===== src/logic/sniff_rate_pkg.sv =====
// Shared constants, tables and types for the sniff and standby rate selector
`default_nettype none
package sniff_rate_pkg;

    // ********************************************
    // Register indices and byte addresses
    // ********************************************
    localparam logic [7:0] RATE1_IDX = 8'h11;   // Wake rate and manual select
    localparam logic [7:0] WATCH_IDX = 8'h12;   // Activity-watch rate control
    localparam logic [7:0] MODE_IDX = 8'h1c;    // Power mode mirror
    localparam logic [7:0] SHADOW_IDX = 8'h29;  // Shadow data window
    localparam logic [7:0] RATE1_ADDR = 8'(RATE1_IDX << 2);
    localparam logic [7:0] WATCH_ADDR = 8'(WATCH_IDX << 2);
    localparam logic [7:0] MODE_ADDR = 8'(MODE_IDX << 2);
    localparam logic [7:0] SHADOW_ADDR = 8'(SHADOW_IDX << 2);

    // ********************************************
    // Field positions and reset values
    // ********************************************
    localparam int WATCH_LSB = 0;      // Watch rate code [3:0]
    localparam int FIXED_ZERO_BIT = 4; // Always zero, host writes zero
    localparam int STANDBY_LSB = 5;    // Standby rate code [7:5]
    localparam int WAKE_LSB = 0;       // Wake rate code [3:0]
    localparam int MANUAL_LSB = 4;     // Manual select [6:4]
    localparam int MODE_LSB = 4;       // Power mode [6:4]
    localparam logic [7:0] REG_RESET = 8'h00;
    localparam logic [31:0] RDATA_RESET = 32'h0000_0000;
    localparam logic [2:0] MANUAL_OFF = 3'h0;  // Manual rate mode disabled

    // ********************************************
    // Power mode codes and trigger threshold
    // ********************************************
    localparam logic [2:0] MODE_ULP = 3'h3;    // Ultra-low power column
    localparam logic [2:0] MODE_LP = 3'h0;     // Low power column
    localparam logic [2:0] MODE_PREC = 3'h4;   // Precision column
    localparam logic [7:0] TRIG_MIN = 8'h01;   // Rates hold above this count
    localparam logic [15:0] RATE_NA = 16'h0000;  // Unavailable rate

    // ********************************************
    // Rate tables, tenths of Hz, {ulp, lp, precision}
    // ********************************************
    localparam logic [47:0] WATCH_TABLE [16] = '{
        48'h003c_0046_0046, 48'h0004_0004_0002,
        48'h0008_0008_0004, 48'h000f_000f_0009,
        48'h003c_0046_0046, 48'h0082_008c_008c,
        48'h00fa_0118_0118, 48'h01f4_021c_0226,
        48'h03e8_041a_0320, 48'h076c_0834_0000,
        48'h0ed8_0fa0_0000, 48'h1d4c_1770_0000,
        48'h2af8_0000_0000, 48'h0000_0000_0000,
        48'h0000_0000_0000, 48'h32c8_1d4c_03e8
    };
    localparam logic [47:0] STANDBY_TABLE [8] = '{
        48'h000a_0005_0001, 48'h001e_000a_0002,
        48'h0032_001e_0004, 48'h0064_003c_0008,
        48'h00e6_0078_000f, 48'h01c2_00f0_001e,
        48'h0384_01e0_0032, 48'h0708_03e8_0064
    };

    // Register selected by an APB address
    typedef enum logic [2:0] {
        SEL_NONE,
        SEL_RATE1,
        SEL_WATCH,
        SEL_MODE,
        SEL_SHADOW
    } reg_sel_t;

endpackage : sniff_rate_pkg
`default_nettype wire


===== src/logic/shadow_byte_store.sv =====
// Small byte memory holding the manual-rate shadow registers
`timescale 1ns/100ps
`default_nettype none
module shadow_byte_store #(
    parameter int WIDTH = 8,
    parameter int DEPTH = 8,
    parameter int AW = 3
) (
    input wire logic clk,
    input wire logic rst_n,
    input wire logic we,
    input wire logic [AW-1:0] waddr,
    input wire logic [WIDTH-1:0] wdata,
    input wire logic [AW-1:0] raddr,
    output logic [WIDTH-1:0] rdata
);

    // ********************************************
    // Storage
    // ********************************************
    logic [WIDTH-1:0] mem [DEPTH];  // No reset, contents undefined
    logic [WIDTH-1:0] next_rdata;   // Read data to register

    // Read port, registered so the bus sees a stable byte
    always_comb
    begin
        next_rdata = mem[raddr];
    end

    // Write port only; the read register has its own block below
    always_ff @(posedge clk)
    begin
        if (we)
        begin
            mem[waddr] <= wdata;
        end
    end

    // Read register reset to zero; after reset it follows the unreset memory
    always_ff @(posedge clk or negedge rst_n)
    begin
        if (!rst_n)
        begin
            rdata <= '0;
        end
        else
        begin
            rdata <= next_rdata;
        end
    end

endmodule : shadow_byte_store
`default_nettype wire


===== src/logic/sniff_standby_rate_select.sv =====
// APB register block resolving activity-watch and standby rate codes
`timescale 1ns/100ps
`default_nettype none
module sniff_standby_rate_select #(
    parameter int ADDR_W = 8
) (
    input wire logic pclk,
    input wire logic presetn,
    input wire logic psel,
    input wire logic penable,
    input wire logic pwrite,
    input wire logic [ADDR_W-1:0] paddr,
    input wire logic [31:0] pwdata,
    input wire logic [3:0] pstrb,
    input wire logic [7:0] trigger_count,
    output logic [31:0] prdata,
    output logic pready,
    output logic pslverr,
    output logic [3:0] watch_rate_code,
    output logic [2:0] standby_rate_code,
    output logic [15:0] watch_rate_dhz,
    output logic [15:0] standby_rate_dhz,
    output logic watch_rate_ok,
    output logic mode_ok,
    output logic rates_in_force,
    output logic manual_rate_active
);

    // Bus timing in short: setup, access, one wait state, answer
    // A write lands on the edge that sees pready high, so a master
    // that gives up early never changes a register
    // Every output is a flop; nothing combinational reaches a pin

    // ********************************************
    // Helper functions
    // ********************************************
    // Both are pure decoders with no state of their own

    // The four addresses are distinct, so the case is unique
    // Address to register; upper address bits must be zero
    function automatic sniff_rate_pkg::reg_sel_t decode(
        input logic [ADDR_W-1:0] addr
    );
        logic [7:0] low;
        low = addr[7:0];
        decode = sniff_rate_pkg::SEL_NONE;
        // A wider bus aliases nothing; upper bits miss every register
        if ((addr >> 8) == '0)
        begin
            unique case (low)
                sniff_rate_pkg::RATE1_ADDR: decode = sniff_rate_pkg::SEL_RATE1;
                sniff_rate_pkg::WATCH_ADDR: decode = sniff_rate_pkg::SEL_WATCH;
                sniff_rate_pkg::MODE_ADDR: decode = sniff_rate_pkg::SEL_MODE;
                sniff_rate_pkg::SHADOW_ADDR: decode = sniff_rate_pkg::SEL_SHADOW;
                default: decode = sniff_rate_pkg::SEL_NONE;
            endcase
        end
    endfunction : decode

    // Rows pack three columns, ultra-low power in the top slice
    // An unknown mode falls back to low power and is flagged apart
    // Pick the rate column for a power mode
    function automatic logic [15:0] pick_column(
        input logic [47:0] row,
        input logic [2:0] mode
    );
        pick_column = row[31:16];  // Low power as fallback
        if (mode == sniff_rate_pkg::MODE_ULP)
        begin
            pick_column = row[47:32];
        end
        else if (mode == sniff_rate_pkg::MODE_PREC)
        begin
            pick_column = row[15:0];
        end
    endfunction : pick_column

    // ********************************************
    // Register state
    // ********************************************
    logic [3:0] wake_rate_code;        // Stored only, used elsewhere
    logic [2:0] manual_shadow_select;  // Shadow byte selector
    logic [2:0] power_mode;            // Power mode column select
    // Next values, all settled by the bus process below
    logic [3:0] next_watch_rate_code;
    logic [2:0] next_standby_rate_code;
    logic [3:0] next_wake_rate_code;
    logic [2:0] next_manual_shadow_select;
    logic [2:0] next_power_mode;
    logic [31:0] next_prdata;
    logic next_pready;
    logic next_pslverr;
    // Bus decode and strobes
    sniff_rate_pkg::reg_sel_t sel;     // Decoded target
    logic access;                      // Access phase, not yet answered
    logic commit;                      // Completing edge of a transfer
    logic shadow_we;                   // Shadow byte write strobe
    logic [7:0] shadow_rdata;          // Registered shadow byte

    // One select addresses both ports, so a read always shows
    // the byte that the next write would replace
    // Shadow registers behind the manual select window
    shadow_byte_store #(
        .WIDTH(8),
        .DEPTH(8),
        .AW(3)
    ) u_shadow (
        .clk(pclk),
        .rst_n(presetn),
        .we(shadow_we),
        .waddr(manual_shadow_select),
        .wdata(pwdata[7:0]),
        .raddr(manual_shadow_select),
        .rdata(shadow_rdata)
    );

    // ********************************************
    // APB slave and register file
    // ********************************************

    // One wait state per transfer gives the shadow read time to settle
    always_comb
    begin
        sel = decode(paddr);
        access = psel && penable && !pready;
        commit = psel && penable && pready;
        next_pready = access;
        next_pslverr = access && (sel == sniff_rate_pkg::SEL_NONE);
        // Read data idles at zero; fields hold unless a write completes
        next_prdata = sniff_rate_pkg::RDATA_RESET;
        next_watch_rate_code = watch_rate_code;
        next_standby_rate_code = standby_rate_code;
        next_wake_rate_code = wake_rate_code;
        next_manual_shadow_select = manual_shadow_select;
        next_power_mode = power_mode;
        shadow_we = 1'b0;
        // Captured on the access edge so it stands with pready
        // Read data; bit 4 of the watch register always reads zero
        if (access && !pwrite)
        begin
            unique case (sel)
                sniff_rate_pkg::SEL_RATE1:
                begin
                    next_prdata[sniff_rate_pkg::MANUAL_LSB +: 3] = manual_shadow_select;
                    next_prdata[sniff_rate_pkg::WAKE_LSB +: 4] = wake_rate_code;
                end
                sniff_rate_pkg::SEL_WATCH:
                begin
                    next_prdata[sniff_rate_pkg::STANDBY_LSB +: 3] = standby_rate_code;
                    next_prdata[sniff_rate_pkg::WATCH_LSB +: 4] = watch_rate_code;
                end
                sniff_rate_pkg::SEL_MODE:
                begin
                    next_prdata[sniff_rate_pkg::MODE_LSB +: 3] = power_mode;
                end
                sniff_rate_pkg::SEL_SHADOW:
                begin
                    // Shadow window reads zero while manual mode is off
                    if (manual_shadow_select != sniff_rate_pkg::MANUAL_OFF)
                    begin
                        next_prdata[7:0] = shadow_rdata;
                    end
                end
                default:
                begin
                    next_prdata = sniff_rate_pkg::RDATA_RESET;  // Unmapped reads zero
                end
            endcase
        end
        // Writes land on the edge that samples pready high; low byte lane
        if (commit && pwrite && pstrb[0])
        begin
            unique case (sel)
                sniff_rate_pkg::SEL_RATE1:
                begin
                    next_manual_shadow_select = pwdata[sniff_rate_pkg::MANUAL_LSB +: 3];
                    next_wake_rate_code = pwdata[sniff_rate_pkg::WAKE_LSB +: 4];
                end
                sniff_rate_pkg::SEL_WATCH:
                begin
                    // Bit 4 has no storage, so a stray one is dropped
                    next_watch_rate_code = pwdata[sniff_rate_pkg::WATCH_LSB +: 4];
                    next_standby_rate_code = pwdata[sniff_rate_pkg::STANDBY_LSB +: 3];
                end
                sniff_rate_pkg::SEL_MODE:
                begin
                    next_power_mode = pwdata[sniff_rate_pkg::MODE_LSB +: 3];
                end
                sniff_rate_pkg::SEL_SHADOW:
                begin
                    // Select zero disables manual mode, so writes are dropped
                    shadow_we = manual_shadow_select != sniff_rate_pkg::MANUAL_OFF;
                end
                default:
                begin
                    shadow_we = 1'b0;  // Unmapped writes ignored
                end
            endcase
        end
    end

    // Fields return to their power-on value of zero
    // Bus answer and stored fields
    always_ff @(posedge pclk or negedge presetn)
    begin
        if (!presetn)
        begin
            prdata <= sniff_rate_pkg::RDATA_RESET;
            pready <= 1'b0;
            pslverr <= 1'b0;
            watch_rate_code <= sniff_rate_pkg::REG_RESET[3:0];
            standby_rate_code <= sniff_rate_pkg::REG_RESET[2:0];
            wake_rate_code <= sniff_rate_pkg::REG_RESET[3:0];
            manual_shadow_select <= sniff_rate_pkg::REG_RESET[2:0];
            power_mode <= sniff_rate_pkg::REG_RESET[2:0];
        end
        else
        begin
            prdata <= next_prdata;
            pready <= next_pready;
            pslverr <= next_pslverr;
            watch_rate_code <= next_watch_rate_code;
            standby_rate_code <= next_standby_rate_code;
            wake_rate_code <= next_wake_rate_code;
            manual_shadow_select <= next_manual_shadow_select;
            power_mode <= next_power_mode;
        end
    end

    // ********************************************
    // Rate resolution
    // ********************************************
    // Registering the lookup costs one cycle of lag but keeps the
    // table multiplexer off the output pins
    // Next values of the resolved outputs
    logic [15:0] next_watch_rate_dhz;
    logic [15:0] next_standby_rate_dhz;
    logic next_watch_rate_ok;
    logic next_mode_ok;
    logic next_rates_in_force;
    logic next_manual_rate_active;

    // Table lookup one cycle behind the stored codes
    always_comb
    begin
        // Only three column codes are defined; the rest are flagged
        next_mode_ok = (power_mode == sniff_rate_pkg::MODE_ULP)
                    || (power_mode == sniff_rate_pkg::MODE_LP)
                    || (power_mode == sniff_rate_pkg::MODE_PREC);
        next_watch_rate_dhz = pick_column(
            sniff_rate_pkg::WATCH_TABLE[watch_rate_code], power_mode);
        next_standby_rate_dhz = pick_column(
            sniff_rate_pkg::STANDBY_TABLE[standby_rate_code], power_mode);
        // Unavailable codes are flagged, not corrected; software owns them
        next_watch_rate_ok = next_mode_ok
                          && (next_watch_rate_dhz != sniff_rate_pkg::RATE_NA);
        // The figures are upper bounds only once triggers exceed one
        next_rates_in_force = trigger_count > sniff_rate_pkg::TRIG_MIN;
        next_manual_rate_active = manual_shadow_select != sniff_rate_pkg::MANUAL_OFF;
    end

    // Reset shows zero rates; the first edge after it loads defaults
    // Resolved rate outputs
    always_ff @(posedge pclk or negedge presetn)
    begin
        if (!presetn)
        begin
            watch_rate_dhz <= sniff_rate_pkg::RATE_NA;
            standby_rate_dhz <= sniff_rate_pkg::RATE_NA;
            watch_rate_ok <= 1'b0;
            mode_ok <= 1'b0;
            rates_in_force <= 1'b0;
            manual_rate_active <= 1'b0;
        end
        else
        begin
            watch_rate_dhz <= next_watch_rate_dhz;
            standby_rate_dhz <= next_standby_rate_dhz;
            watch_rate_ok <= next_watch_rate_ok;
            mode_ok <= next_mode_ok;
            rates_in_force <= next_rates_in_force;
            manual_rate_active <= next_manual_rate_active;
        end
    end

    // ********************************************
    // Limitations
    // ********************************************
    // Rates are approximate upper bounds in tenths of a hertz,
    // not measured figures; the oscillator sets the real pace
    // Unavailable codes are stored as written and only flagged,
    // so software reads back exactly what it programmed
    // Bit 4 has no flop; writing one there is lost, not refused
    // The wake code is only kept; the wake logic lives elsewhere
    // Shadow bytes have no reset; read one only after writing it

endmodule : sniff_standby_rate_select
`default_nettype wire


===== config.mk =====
export PLATFORM = sky130hd
export DESIGN_NAME = sniff_standby_rate_select
export DESIGN_NICKNAME = d
export VERILOG_FILES = /design/src/logic/sniff_rate_pkg.sv /design/src/logic/shadow_byte_store.sv /design/src/logic/sniff_standby_rate_select.sv
export SDC_FILE = /design/constraint.sdc
export NUM_CORES = 1
export LEC_CHECK = 0
export BUFFER_PORTS_ARGS = -buffer_cell sky130_fd_sc_hd__buf_2
export CAP_MARGIN = 20
export CORE_UTILIZATION = 45
export CTS_CLUSTER_SIZE = 28
export DETAILED_ROUTE_END_ITERATION = 8
export GPL_TIMING_DRIVEN = 1
export MAX_ROUTING_LAYER = met4
export PLACE_DENSITY = 0.76
export SLEW_MARGIN = 5
export SYNTH_ARGS = -nofsm -noshare
export SYNTH_HDL_FRONTEND = slang
export SYNTH_SLANG_ARGS = --single-unit

===== constraint.sdc =====
create_clock -name pclk -period 2.9 [get_ports pclk]
set_input_delay 0.145 -clock pclk [delete_from_list [all_inputs] [get_ports pclk]]
set_output_delay 0.145 -clock pclk [all_outputs]
set_load 0.05 [all_outputs]

# --- Yosys cells after proc, flatten, opt, wreduce, memory -nomap -nowiden ---
# Memory sizes are Yosys's and may differ from the RTL's. A register that Yosys moved wholly into a read port is not among the register bits.
# Index checks and enable logic that the tools add are counted.
word_totals:
  mem_count: 3
  out_inout_bits: 77
  mem_bits_ro: 1152
  in_bits: 57
  reg_bits: 87
  wordCells: 71
  ram_bits: 64
memory_table:
  columns: ["memory", "depth", "word_bits", "rd", "rd_ports_with_merged_regs", "write_ports", "line", "rtl"]
  rows:
  - ["(no name shown)", 16, 48, 1, 0, 0, "sniff_standby_rate_select.sv:251", "sniff_rate_pkg::WATCH_TABLE[watch_rate_code], power_mode);"]
  - ["(no name shown)", 8, 48, 1, 0, 0, "sniff_standby_rate_select.sv:253", "sniff_rate_pkg::STANDBY_TABLE[standby_rate_code], power_mode);"]
  - ["u_shadow.mem", 8, 8, 1, 1, 1, "shadow_byte_store.sv:21", "logic [WIDTH-1:0] mem [DEPTH];"]
op_classes:
  n_lt_le_gt_ge: 3
  muxes: 19
  n_bitwise: 2
  reduce_logical: 20
  n_eq_ne: 10
ops:
  columns: ["op", "count"]
  rows:
  - ["48-bit 2-to-1 mux", 4]
  - ["16-bit 2-to-1 mux", 4]
  - ["8-bit by 7-bit equality test with 1-bit output, second input constant", 3]
  - ["8-bit 2-to-1 mux", 2]
  - ["16-bit nonzero test", 1]
  - ["3-bit case mux with 4 select lines", 1]
  - ["4-bit case mux with 3 select lines", 1]
  - ["3-bit by 2-bit equality test with 1-bit output, second input constant", 3]
  - ["8-bit equality test, second input constant", 1]
  - ["8-bit by 1-bit greater-than comparator with 1-bit output, second input constant", 1]
  - ["1-bit logical AND", 8]
  - ["2-bit case mux with 4 select lines", 1]
  - ["3-bit equality test, second input constant", 2]
  - ["3-bit logical NOT", 2]
  - ["2-bit AND reduction", 3]
  - ["5-bit greater-or-equal comparator, second input constant", 1]
  - ["4-bit inverter with 5-bit output", 1]
  - ["4-bit greater-or-equal comparator, second input constant", 1]
  - ["1-bit 2-to-1 mux", 4]
  - ["3-bit inverter with 4-bit output", 1]
  - ["3-bit by 1-bit equality test with 1-bit output, second input constant", 1]
  - ["1-bit logical NOT", 3]
  - ["1-bit case mux with 3 select lines", 1]
  - ["3-bit nonzero test", 1]
  - ["2 further kinds", 3]

# --- Logic depth before layout (Yosys ltp) ---
# Gate-level depths: netlist (run 1).
depth:
  ltp_word: 8
  mapped_depth: 10

# --- Modules after synthesis ---
# From an unflattened synthesis (run 1), not the netlist that was laid out.
hier_totals:
  cells_unflattened: 451
  hier_area_um2: 5972.0
modules_own_cells:
  columns: ["mod", "instances", "area_each_um2", "seq_area_each_um2", "cells_each"]
  rows:
  - ["sniff_standby_rate_select", 1, 3240.6, 1401.3, 337]
  - ["shadow_byte_store", 1, 2731.4, 2122.0, 114]

# --- Least setup slack after synthesis (run 1) ---
# Ideal clock, no wire load.
synth_timing:
  path_type: "register to register"
  start: "reg watch_rate_code[1]"
  end: "reg watch_rate_ok"
  path_slack_ns: -0.147
  t_required_ns: 2.771
  path_buffers: 1
  arrival_ns: 2.918
  setup_time_ns: 0.129
  stages_incl_launch_ff: 10
  path_cell_list: "dfrtp_1 -> clkbuf_1 -> inv_1 -> ha_1 -> nand2_1 -> a211oi_1 -> o21ai_1 -> or3_1 -> or4_1 -> o41a_1"
synth_via:
  elab_chain_len: 8
synth_rtl:
  columns: ["item", "line", "rtl"]
  rows:
  - ["from (decl)", "sniff_standby_rate_select.sv:19", "output logic [3:0] watch_rate_code,"]
  - ["from (signal assigned)", "sniff_standby_rate_select.sv:211", "watch_rate_code <= sniff_rate_pkg::REG_RESET[3:0];"]
  - ["from (signal assigned)", "sniff_standby_rate_select.sv:222", "watch_rate_code <= next_watch_rate_code;"]
  - ["4-bit inverter with 5-bit output (not written as such) *", "sniff_standby_rate_select.sv:251", null]
  - ["memory 16 x 48 bit *", null, null]
  - ["48-bit 2-to-1 mux (not written as such) * (2 in a row)", "sniff_standby_rate_select.sv:251", null]
  - ["16-bit 2-to-1 mux", "sniff_standby_rate_select.sv:72", "else if (mode == sniff_rate_pkg::MODE_PREC)"]
  - ["16-bit 2-to-1 mux *", "sniff_standby_rate_select.sv:68", "if (mode == sniff_rate_pkg::MODE_ULP)"]
  - ["16-bit nonzero test *", "sniff_standby_rate_select.sv:256", "&& (next_watch_rate_dhz != sniff_rate_pkg::RATE_NA);"]
  - ["1-bit logical AND *", "sniff_standby_rate_select.sv:256", null]
  - ["net next_watch_rate_ok", "sniff_standby_rate_select.sv:238", "logic next_watch_rate_ok;"]
  - ["to (signal assigned)", "sniff_standby_rate_select.sv:279", "watch_rate_ok <= next_watch_rate_ok;"]
  - ["to (decl)", "sniff_standby_rate_select.sv:23", "output logic watch_rate_ok,"]
# Mark *: on every way through the listed nets, which the timed path passes. The rest lies on a longest branch. The select of a mux whose other input is x is not followed.
# A chain may end at the register's enable or synchronous reset.

# --- Worst setup path in the final report (run 1) ---
layout_timing:
  start: "reg watch_rate_code[0]"
  end: "reg watch_rate_ok"
# The elaborated chain is that of the path after synthesis.

==> metrics.txt, run 1 <==
status=finished, final reports clean; P_sw=around 0.94 mW; Area Overhead vs Synth=19.57%; Finished Layout Cells=slightly below 800; Placed Instances=~760; H-Tree Depth=4; critical path peak fanout=7; logic gate share of total power=0.043; critical path type=reg2reg; clock sink count=128; antenna violations before repair=0; worst-path cell chain=inv_1 -> ha_1 -> nand2_1 -> a211oi_1 -> o21ai_1 -> or3_1 -> or4_1 -> o41a_1; Critical Path End Type=flop; RSZ-0062 raised after global routing=false; Req. time, crit path=3.20 ns; chip width=118.7 um; fin. max-slew vios=0; WHS Path Cells=3; clk_lat worst skew=0.43 ns; Power, Total=4.243 mW; distinct cell type count after synthesis=70; Post-DRT Antenna Nets=0; Leakage=about 3.1 nW; worst r2r src=watch_rate_code[0]$_DFFE_PN0P_; initial DRC count=between 300 and 400; vias in the first global route=approximately 4100; Yosys reg bits=128; Pwr Density=578.8 nW/um^2; clk slew on worst S/H paths=0.05 ns; CTS root buffer=clkbuf_16; critical path endpoint=watch_rate_ok$_DFF_PN0_; final instance area=7331 um^2; clk_skew=just under 0.009 ns; die height=118.7 um; CTS Buffer Depth=2; min Tclk post-route=2.628 ns; setup slack, reg-to-reg=~0.27 ns; GRT Overall Usage=0.2111; setup TNS=0 ns; synth warn=0; FFs w/ async S/R, synth=0.5000; final worst path period share=0.9062; row count=42; Seq/Total Area, Yosys=0.5747; first-pass GRT wire length=about 22000 um; Setup Buffers After CTS=0; Peak Freq=380.5 MHz; total grt overflow=0; Detailed Place HPWL=9491 um; DRT Pass-1 Iters=6; number of fill cells=~1200; Setup crit start=watch_rate_code[0]$_DFFE_PN0P_; die area=14090 um^2; final setup violation count=0; maxcap violations=0; largest stage delay on the critical path=0.49 ns; post_cts resized=0; worst slew pin tran=approximately 0.75 ns; FF-to-FF End=watch_rate_ok$_DFF_PN0_; switch share=0.2211; vias per cell=5.419; CORE AREA=13240 um^2; worst r2r path cells=8; Placed Area=6676 um^2; Most used DFF post-synth=edfxtp_1; share of post-route cells with drive strength above 1=0.3053; Synth Area per Inst=12.26 um^2; n_diodes=0; # nets final=675; number of remaining DRC errors=0; initial core utilization=0.4630; synthesized instance count=500; Final Hold Viols=0; total CTS buffers=17; EDFF count, synth=64; Port Buf Inserts=74; DRT Wirelength=13600 um; wire per inst=17.11 um; Rel. slew slack=0.4927; Worst path slowest cell=or4_1; Routability Congestion=0.9628; TritonCTS clock tree=built; largest net degree at the start of global routing=33; Worst Hold Class=in2reg; clock share of power=0.502; Peak VDD IR=0.0006377 V; Internal=3.305 mW; critical path arrival=about 3 ns; Ports=134; Seq pwr share=0.455; DR vias=4308; kind of start point of the critical path=flop; synthesized area=6131 um^2
## power groups by stage
stage,registers [mW],logic (mW),clock network (mW)
2_1_floorplan,1.97,0.139,0
3_3_place_gp,1.96,0.177,0
3_5_place_dp,1.97,0.180,0
4_1_cts,1.93,0.183,2.16
5_1_grt,1.93,0.196,2.25
6_report,1.93,0.183,2.13
## cell families (layout without fill, tap and decap cells)
kind of cell	after synthesis	count (layout)	share of synthesized area
simple gates	138	138	0.1180
flops	128	128	0.5747
compound gates	104	104	0.1186
buf+inv	75	156	0.07877
mux	40	40	0.08204
fa+ha+maj	12	12	0.02449
xor+xnor	2	2	0.002858
other cells	1	39	0.0006117
## how the worst min path moves through the flow
stage	from	to	slack, ns
after floorplan	presetn	manual_rate_active$_DFF_PN0_	-0.15
after global placement	presetn	watch_rate_dhz[4]$_DFF_PN0_	0.13
after detailed placement	presetn	watch_rate_dhz[11]$_DFF_PN0_	0.14
after CTS	pwrite	prdata[7]$_DFF_PN0_	0.01
after global routing	pwrite	prdata[7]$_DFF_PN0_	0.04
final	pwrite	prdata[7]$_DFF_PN0_	0.02
## per-stage QoR
step / worst slack [ns] / hold WS (ns) / util
finish: 0.2720 / 0.01559 / 0.5536
global route: 0.09842 / 0.03966 / 0.5536
CTS: 0.2329 / 0.009871 / 0.5536
detailed placement: 0.2416 / 0.1409 / 0.5042
global placement: 0.2577 / 0.1340 / 0.5042
floorplan: 0.08444 / -0.1506 / -
## cell type report
type,instances,area [um^2],share of cell area
inverter,14,52.55,0.007168
tap,176,220.2,0.03004
timing repair buffer,110,650.6,0.08875
clock buffer,22,516.7,0.07049
clock inverter,10,97.59,0.01331
multi-input combinational,335,2267,0.3093
sequential,128,3526,0.4810
## flip-flops by register name (all words and copies together) (netlist names), 4 cells and up
name,cells
watch_rate_code,4
standby_rate_dhz,11
u_shadow.mem,64
watch_rate_dhz,14
wake_rate_code,4
prdata,8
u_shadow.rdata,8
## Yosys cell counts (2+ instances only)
library cell  count  share of area
dfrtp_1          64           0.26
edfxtp_1         64           0.31
nor2_1           36          0.022
buf_4            31          0.038
nand2_1          30          0.018
a21oi_1          22          0.018
mux2_2           22          0.040
o21ai_0          22          0.018
clkbuf_1         17          0.010
nor3_1           15          0.012
inv_1            13         0.0080
ha_1             12          0.024
mux2i_1          12          0.020
nand3_1          10         0.0082
a22oi_1           9          0.011
nand2b_1          7         0.0071
nor2b_1           7         0.0071
a221oi_1          6         0.0086
a31oi_1           6         0.0061
clkbuf_8          6          0.013
mux4_2            6          0.022
a222oi_1          5         0.0082
and2_1            4         0.0041
and3_1            3         0.0031
and3_2            3         0.0037
buf_6             3         0.0055
nor4_1            3         0.0031
o211ai_1          3         0.0037
o22ai_1           3         0.0031
or3_1             3         0.0031
a2111oi_0         2         0.0029
a211oi_1          2         0.0024
a21o_1            2         0.0024
a221o_1           2         0.0033
a221o_2           2         0.0037
and3b_2           2         0.0033
buf_1             2         0.0012
buf_2             2         0.0016
nand3b_1          2         0.0024
nand4b_1          2         0.0029
o221ai_1          2         0.0029
o31ai_1           2         0.0024
or2b_2            2         0.0029
## repair_timing
action,4_1_cts,5_1_grt
hold buffers,4,0
endpoints found under the setup margin,0,0
endpoints found under the hold margin,21,0
## routing by layer
layer  wire length (um)  global-route usage  part of all wire
met5                  0                   -                 0
met4                371             0.09731             0.027
met3                620             0.04826             0.046
met1               5659              0.2429              0.42
met2               6952              0.3505              0.51
## layout by cell type (no fill, tap or decap), types with 7 or more instances in the layout
master / count
inv_1: 13
edfxtp_1: 64
buf_4: 32
nor2b_1: 7
nor2_1: 36
mux2i_1: 12
conb_1: 39
mux2_2: 22
nand3_1: 10
nand2_1: 30
ha_1: 12
buf_2: 74
clkbuf_16: 19
nor3_1: 15
nand2b_1: 7
dfrtp_1: 62
a21oi_1: 22
o21ai_0: 22
a22oi_1: 9
## worst max-delay path: cells and delay by family (launching register included)
family	cells	cell delay [ns]
AO/OA/AOI/OAI	3	0.86
AND/OR/NAND/NOR	3	0.84
flip-flops	1	0.42
adder cells (fa/ha/maj)	1	0.30
buffers and inverters	1	0.08
No activity file was read; power rests on OpenSTA's default activity.
==> run 2: changes to the inputs <==
Settings changed: CAP_MARGIN 20 to 15, PLACE_DENSITY 0.76 to 0.73, SKIP_LAST_GASP from default to 1.
Clock period 2.9 ns to 3.2 ns, I/O delays scaled along.
==> run 2 against run 1 <==
Core utilization is 1.0 points lower; combinational power down 9.8%; non-clock buffer count fell by 7; register-to-register slack better by 0.05 ns; critical path depth is the same; wire length shrank 3.6%; worst setup slack better by 0.052 ns; global-route usage is 0.42 points lower; die area unchanged; final cell count shrank 0.88%; sequential cell count is the same.
==> metrics.txt, run 2 (synthesized netlist as in run 1, its figures left out) <==
number of fill cells=1150 (was 1152); final worst path period share=0.8986 (was 0.9062); Worst path slowest cell=ha_1 (was or4_1); Leakage=3.070 nW (was 3.147 nW); clk_skew=0.01083 ns (was 0.008744 ns); clk_lat worst skew=0.42 ns (was 0.43 ns); Final Hold Viols=0 (unchanged); dpl ws=0.3310 ns (was 0.2416 ns); post_cts resized=0 (unchanged); Rel. slew slack=0.4507 (was 0.4927); GR Util met1=0.2288 (was 0.2429); RSZ-0062 raised after global routing=false (unchanged); wire per inst=16.64 um (was 17.11 um); hold bufs inserted after CTS=4 (unchanged); critical path arrival=3.17 ns (was 2.93 ns); Req. time, crit path=3.50 ns (was 3.20 ns); FF-to-FF End=watch_rate_ok$_DFF_PN0_ (unchanged); initial core utilization=0.4630 (unchanged); DR vias=4218 (was 4308); number of remaining DRC errors=0 (unchanged); GRT Overall Usage=0.2069 (was 0.2111); worst r2r src=watch_rate_code[0]$_DFFE_PN0P_ (unchanged); min Tclk post-route=2.876 ns (was 2.628 ns); Hold Crit Start=penable (was pwrite); most common cell after layout, fill and taps aside=buf_2 (unchanged); clk slew on worst S/H paths=0.05 ns (about the same); die height=118.7 um (unchanged); critical path peak fanout=8 (was 7); status=finished, final reports clean (unchanged); CORE AREA=13240 um^2 (unchanged); Area Overhead vs Synth=17.33% (was 19.57%); Min Hold Slack=0.03642 ns (was 0.01559 ns); die area=14090 um^2 (unchanged); DRT Wirelength=13110 um (was 13600 um); largest net degree at the start of global routing=33 (unchanged); largest registers=u_shadow.mem x64, watch_rate_dhz x14, standby_rate_dhz x11 (unchanged); total grt overflow=0 (unchanged); met3 global-route usage=0.05116 (was 0.04826); n_diodes=0 (unchanged); row count=42 (unchanged); critical path type=reg2reg (unchanged); clock sink count=128 (unchanged); Routability Congestion=0.9037 (was 0.9628); Top reg by flops=u_shadow.mem (unchanged); Critical Path End Type=flop (unchanged); critical path endpoint=watch_rate_ok$_DFF_PN0_ (unchanged); CTS Buffer Depth=2 (unchanged); Post-DRT Antenna Nets=0 (unchanged); Setup Buffers After CTS=0 (unchanged); setup slack, reg-to-reg=0.32 ns (was 0.27 ns); vias per cell=5.353 (was 5.419); TritonCTS clock tree=built (unchanged); met2 Resource Use GR=0.3454 (was 0.3505); Peak VDD IR=0.0004757 V (was 0.0006377 V); busiest grt layer=met2 (unchanged); Detailed Place HPWL=9113 um (was 9491 um); Worst Hold Class=in2reg (unchanged); H-Tree Depth=4 (unchanged); first-pass GRT wire length=21070 um (was 21660 um); worst-path cell chain=inv_1 -> ha_1 -> nand2_1 -> a211oi_1 -> o21ai_1 -> or3_1 -> or4_1 -> o41a_1 (unchanged); Largest register FFs=64 (unchanged); total CTS buffers=17 (unchanged); CTS root buffer=clkbuf_16 (unchanged); Bufs and invs on worst path=1 (unchanged); Port Buf Inserts=74 (unchanged); # nets final=668 (was 675); Post-Route Utilization=0.5432 (was 0.5536); worst slew pin tran=0.8209 ns (was 0.7539 ns); kind of start point of the critical path=flop (unchanged); worst r2r path cells=8 (unchanged); maxcap violations=0 (unchanged); Levels on crit path=8 (unchanged); initial DRC count=170 (was 381); chip width=118.7 um (unchanged); Finished Layout Cells=788 (was 795); most frequent cells in the layout=buf_2 (74), dfrtp_1 (64), edfxtp_1 (64) (was buf_2 (74), edfxtp_1 (64), dfrtp_1 (62)); Placed Instances=752 (was 759); antenna violations before repair=0 (unchanged); fin. max-slew vios=0 (unchanged); worst setup margin=0.3245 ns (was 0.2720 ns); setup TNS=0 ns (unchanged); share of post-route cells with drive strength above 1=0.2827 (was 0.3053); final setup violation count=0 (unchanged); crit-path leading delay family=simple AND/OR/NAND/NOR gates (was compound AO/OA/AOI/OAI gates); DRT Pass-1 Iters=5 (was 6); largest stage delay on the critical path=0.49 ns (about the same); Setup crit start=watch_rate_code[0]$_DFFE_PN0P_ (unchanged); vias in the first global route=4139 (was 4098); Peak Freq=347.8 MHz (was 380.5 MHz); Ports=134 (unchanged); Pwr Density=504.7 nW/um^2 (was 578.8 nW/um^2)
## run 2: changes by cell type in the layout (fill, tap and decap cells not counted)
| cell | previous run | this run |
|---|---|---|
| buf_4 | 32 | 25 |
| clkinv_1 | 1 | 5 |
| clkbuf_1 | 0 | 3 |
| clkbuf_8 | 3 | 0 |
| clkbuf_16 | 19 | 17 |
| dfrtp_1 | 62 | 64 |
| dfrtp_2 | 2 | 0 |
| clkinv_4 | 3 | 2 |
| inv_6 | 1 | 0 |
## run 2: report_power, final
part           leakage, nW  switching (mW)  internal (mW)  total (mW)
clock network        0.250           0.665           1.05        1.72
logic                 1.42           0.137         0.0272       0.165
registers             1.40         0.00462           1.75        1.75
## run 2: worst min-delay path, delay by kind of cell
| kind | cells | cell delay [ns] |
|---|---|---|
| buffers and inverters | 1 | 0.07 |
| AND/OR/NAND/NOR | 2 | 0.18 |
## run 2: cell type report
| type | count | area [um^2] | area share |
|---|---|---|---|
| multi-input combinational | 335 | 2267 | 0.3152 |
| tap | 176 | 220.2 | 0.03061 |
| clock buffer | 20 | 436.7 | 0.06071 |
| sequential | 128 | 3523 | 0.4898 |
| timing repair buffer | 103 | 598.1 | 0.08314 |
| inverter | 14 | 52.55 | 0.007306 |
| clock inverter | 12 | 95.09 | 0.01322 |
## run 2: worst min-delay path by stage
stage,endpoint,slack [ns],depth (start not counted)
after floorplan,manual_rate_active$_DFF_PN0_,-0.14,0
after global placement,watch_rate_dhz[10]$_DFF_PN0_,0.16,1
after detailed placement,watch_rate_dhz[2]$_DFF_PN0_,0.16,1
after CTS,pready$_DFF_PN0_,0.02,3
after global routing,prdata[4]$_DFF_PN0_,0.06,3
final,pready$_DFF_PN0_,0.04,3
## run 2: stage by stage
step	instance area, um^2	total power [mW]
final	7193	3.630
after detailed placement	6621	1.944
after floorplan	6274	1.916
after global routing	7193	3.749
after CTS	7193	3.669
after global placement	6621	1.939
## run 2: metal layers
metal | vias to the layer above | wire, um
li1 | 1991 | -
met1 | 2044 | 5336
met2 | 159 | 6809
met3 | 24 | 665
met4 | 0 | 301
met5 | - | 0
==> run 3: changes to the inputs <==
Settings changed: REMOVE_ABC_BUFFERS from default to 1.
==> run 3 against run 2 <==
Worst setup slack better by 0.085 ns; register-to-register slack improved by 0.08 ns; wire length fell by 1.7%; sequential power is essentially flat; via count is 0.19% higher; clock-buffer cell count rose by 3; cell area grew 0.54%; critical endpoint unchanged; largest cell class unchanged.
==> metrics.txt, run 3 (synthesized netlist as in run 1, its figures left out) <==
CTS Buffer Depth=2 (unchanged); final instance area=7232 um^2 (was 7193 um^2); final worst path period share=0.8720 (was 0.8986); clk slew on worst S/H paths=0.05 ns (about the same); Largest register FFs=64 (unchanged); initial core utilization=0.4630 (unchanged); wire per inst=16.38 um (was 16.64 um); row count=42 (unchanged); TritonCTS clock tree=built (unchanged); Peak VDD IR=0.0006647 V (was 0.0004757 V); clk_skew=0.005461 ns (was 0.01083 ns); n_diodes=0 (unchanged); setup TNS=0 ns (unchanged); antenna violations before repair=0 (unchanged); CTS root buffer=clkbuf_16 (unchanged); GRT Overall Usage=0.2038 (was 0.2069); WHS Path Cells=4 (was 3); Critical Path End Type=flop (unchanged); critical path type=reg2reg (unchanged); chip width=118.7 um (unchanged); vias in the first global route=4185 (was 4139); setup slack, reg-to-reg=0.41 ns (was 0.32 ns); Leakage=3.089 nW (was 3.070 nW); DRT Wirelength=12890 um (was 13110 um); Detailed Place HPWL=8947 um (was 9113 um); Post-DRT Antenna Nets=0 (unchanged); clk_lat worst skew=0.42 ns (about the same); Power, Total=3.768 mW (was 3.630 mW); Peak Freq=358.4 MHz (was 347.8 MHz); Worst path slowest cell=or4_1 (was ha_1); first-pass GRT wire length=21110 um (was 21070 um); Hold Crit Start=pwrite (was penable); critical path peak fanout=8 (unchanged); largest net degree at the start of global routing=40 (was 33); number of remaining DRC errors=0 (unchanged); worst r2r path cells=8 (unchanged); Req. time, crit path=3.50 ns (about the same); critical path arrival=3.09 ns (was 3.17 ns); CORE AREA=13240 um^2 (unchanged); Post-Route Utilization=0.5461 (was 0.5432); Routability Congestion=0.8781 (was 0.9037); min Tclk post-route=2.791 ns (was 2.876 ns); crit-path leading delay family=simple AND/OR/NAND/NOR gates (unchanged); kind of start point of the critical path=flop (unchanged); Pwr Density=521.1 nW/um^2 (was 504.7 nW/um^2); clock sink count=128 (unchanged); H-Tree Depth=4 (unchanged); most frequent cells in the layout=buf_2 (74), dfrtp_1 (64), edfxtp_1 (64) (unchanged); die height=118.7 um (unchanged); vias per cell=5.370 (was 5.353); fin. max-slew vios=0 (unchanged); Setup Buffers After CTS=0 (unchanged); maxcap violations=0 (unchanged); Bufs and invs on worst path=1 (unchanged); Area Overhead vs Synth=17.96% (was 17.33%); Top reg by flops=u_shadow.mem (unchanged); largest stage delay on the critical path=0.51 ns (was 0.49 ns); Worst Hold Endpoint=prdata[6]$_DFF_PN0_ (was pready$_DFF_PN0_); worst-path cell chain=inv_1 -> ha_1 -> nand2_1 -> a211oi_1 -> o21ai_1 -> or3_1 -> or4_1 -> o41a_1 (unchanged); worst r2r src=watch_rate_code[1]$_DFFE_PN0P_ (was watch_rate_code[0]$_DFFE_PN0P_); RSZ-0062 raised after global routing=false (unchanged); total grt overflow=0 (unchanged); largest registers=u_shadow.mem x64, watch_rate_dhz x14, standby_rate_dhz x11 (unchanged); die area=14090 um^2 (unchanged); initial DRC count=305 (was 170); FF-to-FF End=watch_rate_ok$_DFF_PN0_ (unchanged); Placed Area=6614 um^2 (was 6621 um^2); Final Hold Viols=0 (unchanged); share of post-route cells with drive strength above 1=0.2864 (was 0.2827); # nets final=667 (was 668); Port Buf Inserts=74 (unchanged); final setup violation count=0 (unchanged); Ports=134 (unchanged); DR vias=4226 (was 4218); post_cts resized=0 (unchanged); Worst Hold Class=in2reg (unchanged); hold bufs inserted after CTS=4 (unchanged); most common cell after layout, fill and taps aside=buf_2 (unchanged); worst slew pin tran=0.8395 ns (was 0.8209 ns); Rel. slew slack=0.4383 (was 0.4507); DRT Pass-1 Iters=7 (was 5); status=finished, final reports clean (unchanged); total CTS buffers=17 (unchanged)
==> run 3: changes by cell type in the layout (fill, tap and decap cells not counted) <==
| cell | delta |
|---|---|
| buf_4 | -1 |
| bufinv_16 | +1 |
| clkbuf_8 | +2 |
| clkinv_1 | -4 |
| clkbuf_1 | +1 |
==> run 3: where the power goes <==
part           switching [mW]  total (mW)  internal (mW)  leakage, nW
registers             0.00480        1.75           1.75         1.40
clock network           0.670        1.85           1.18        0.273
logic                   0.138       0.164         0.0261         1.41
==> run 3: worst max-delay path by stage <==
| stage | startpoint | slack (ns) | end | cells past startpoint |
|---|---|---|---|---|
| after floorplan | watch_rate_code[1]$_DFFE_PN0P_ | 0.19 | watch_rate_ok$_DFF_PN0_ | 8 |
| after global placement | watch_rate_code[1]$_DFFE_PN0P_ | 0.43 | watch_rate_ok$_DFF_PN0_ | 8 |
| after detailed placement | watch_rate_code[1]$_DFFE_PN0P_ | 0.40 | watch_rate_ok$_DFF_PN0_ | 8 |
| after CTS | watch_rate_code[1]$_DFFE_PN0P_ | 0.40 | watch_rate_ok$_DFF_PN0_ | 8 |
| after global routing | watch_rate_code[0]$_DFFE_PN0P_ | 0.23 | watch_rate_ok$_DFF_PN0_ | 8 |
| final | watch_rate_code[1]$_DFFE_PN0P_ | 0.41 | watch_rate_ok$_DFF_PN0_ | 8 |
==> run 3: layer usage <==
layer	up-vias	routed length (um)	part of all wire	track usage
li1	1976	-	-	-
met1	2048	5259	0.41	0.2328
met2	171	6546	0.51	0.3348
met3	31	714	0.055	0.04971
met4	0	369	0.029	0.1013
met5	-	0	0	-
==> run 3: per-stage QoR <==
step | std cells | hold WS, ns | worst slack [ns]
6_report | 787 | 0.05026 | 0.4095
2_1_floorplan | 477 | -0.1356 | 0.1919
4_1_cts | 787 | 0.03129 | 0.3967
3_5_place_dp | 751 | 0.1760 | 0.3956
5_1_grt | 787 | 0.06149 | 0.2310
3_3_place_gp | 751 | 0.1707 | 0.4289
==> run 3: final cells by class <==
cell class / instances / area, um^2
clock buffers: 23 / 467.9
clock inverters: 9 / 110.1
fillers: 1127 / 6011
inverters: 14 / 52.55
multi-input cells: 335 / 2267
flip-flops and latches: 128 / 3523
well taps: 176 / 220.2
repair buffers: 102 / 590.6
==> run 3: worst min-delay path: cells and delay by family <==
kind / cells / cell delay, ns
simple gates: 2 / 0.13
compound gates: 1 / 0.04
buf+inv: 1 / 0.10
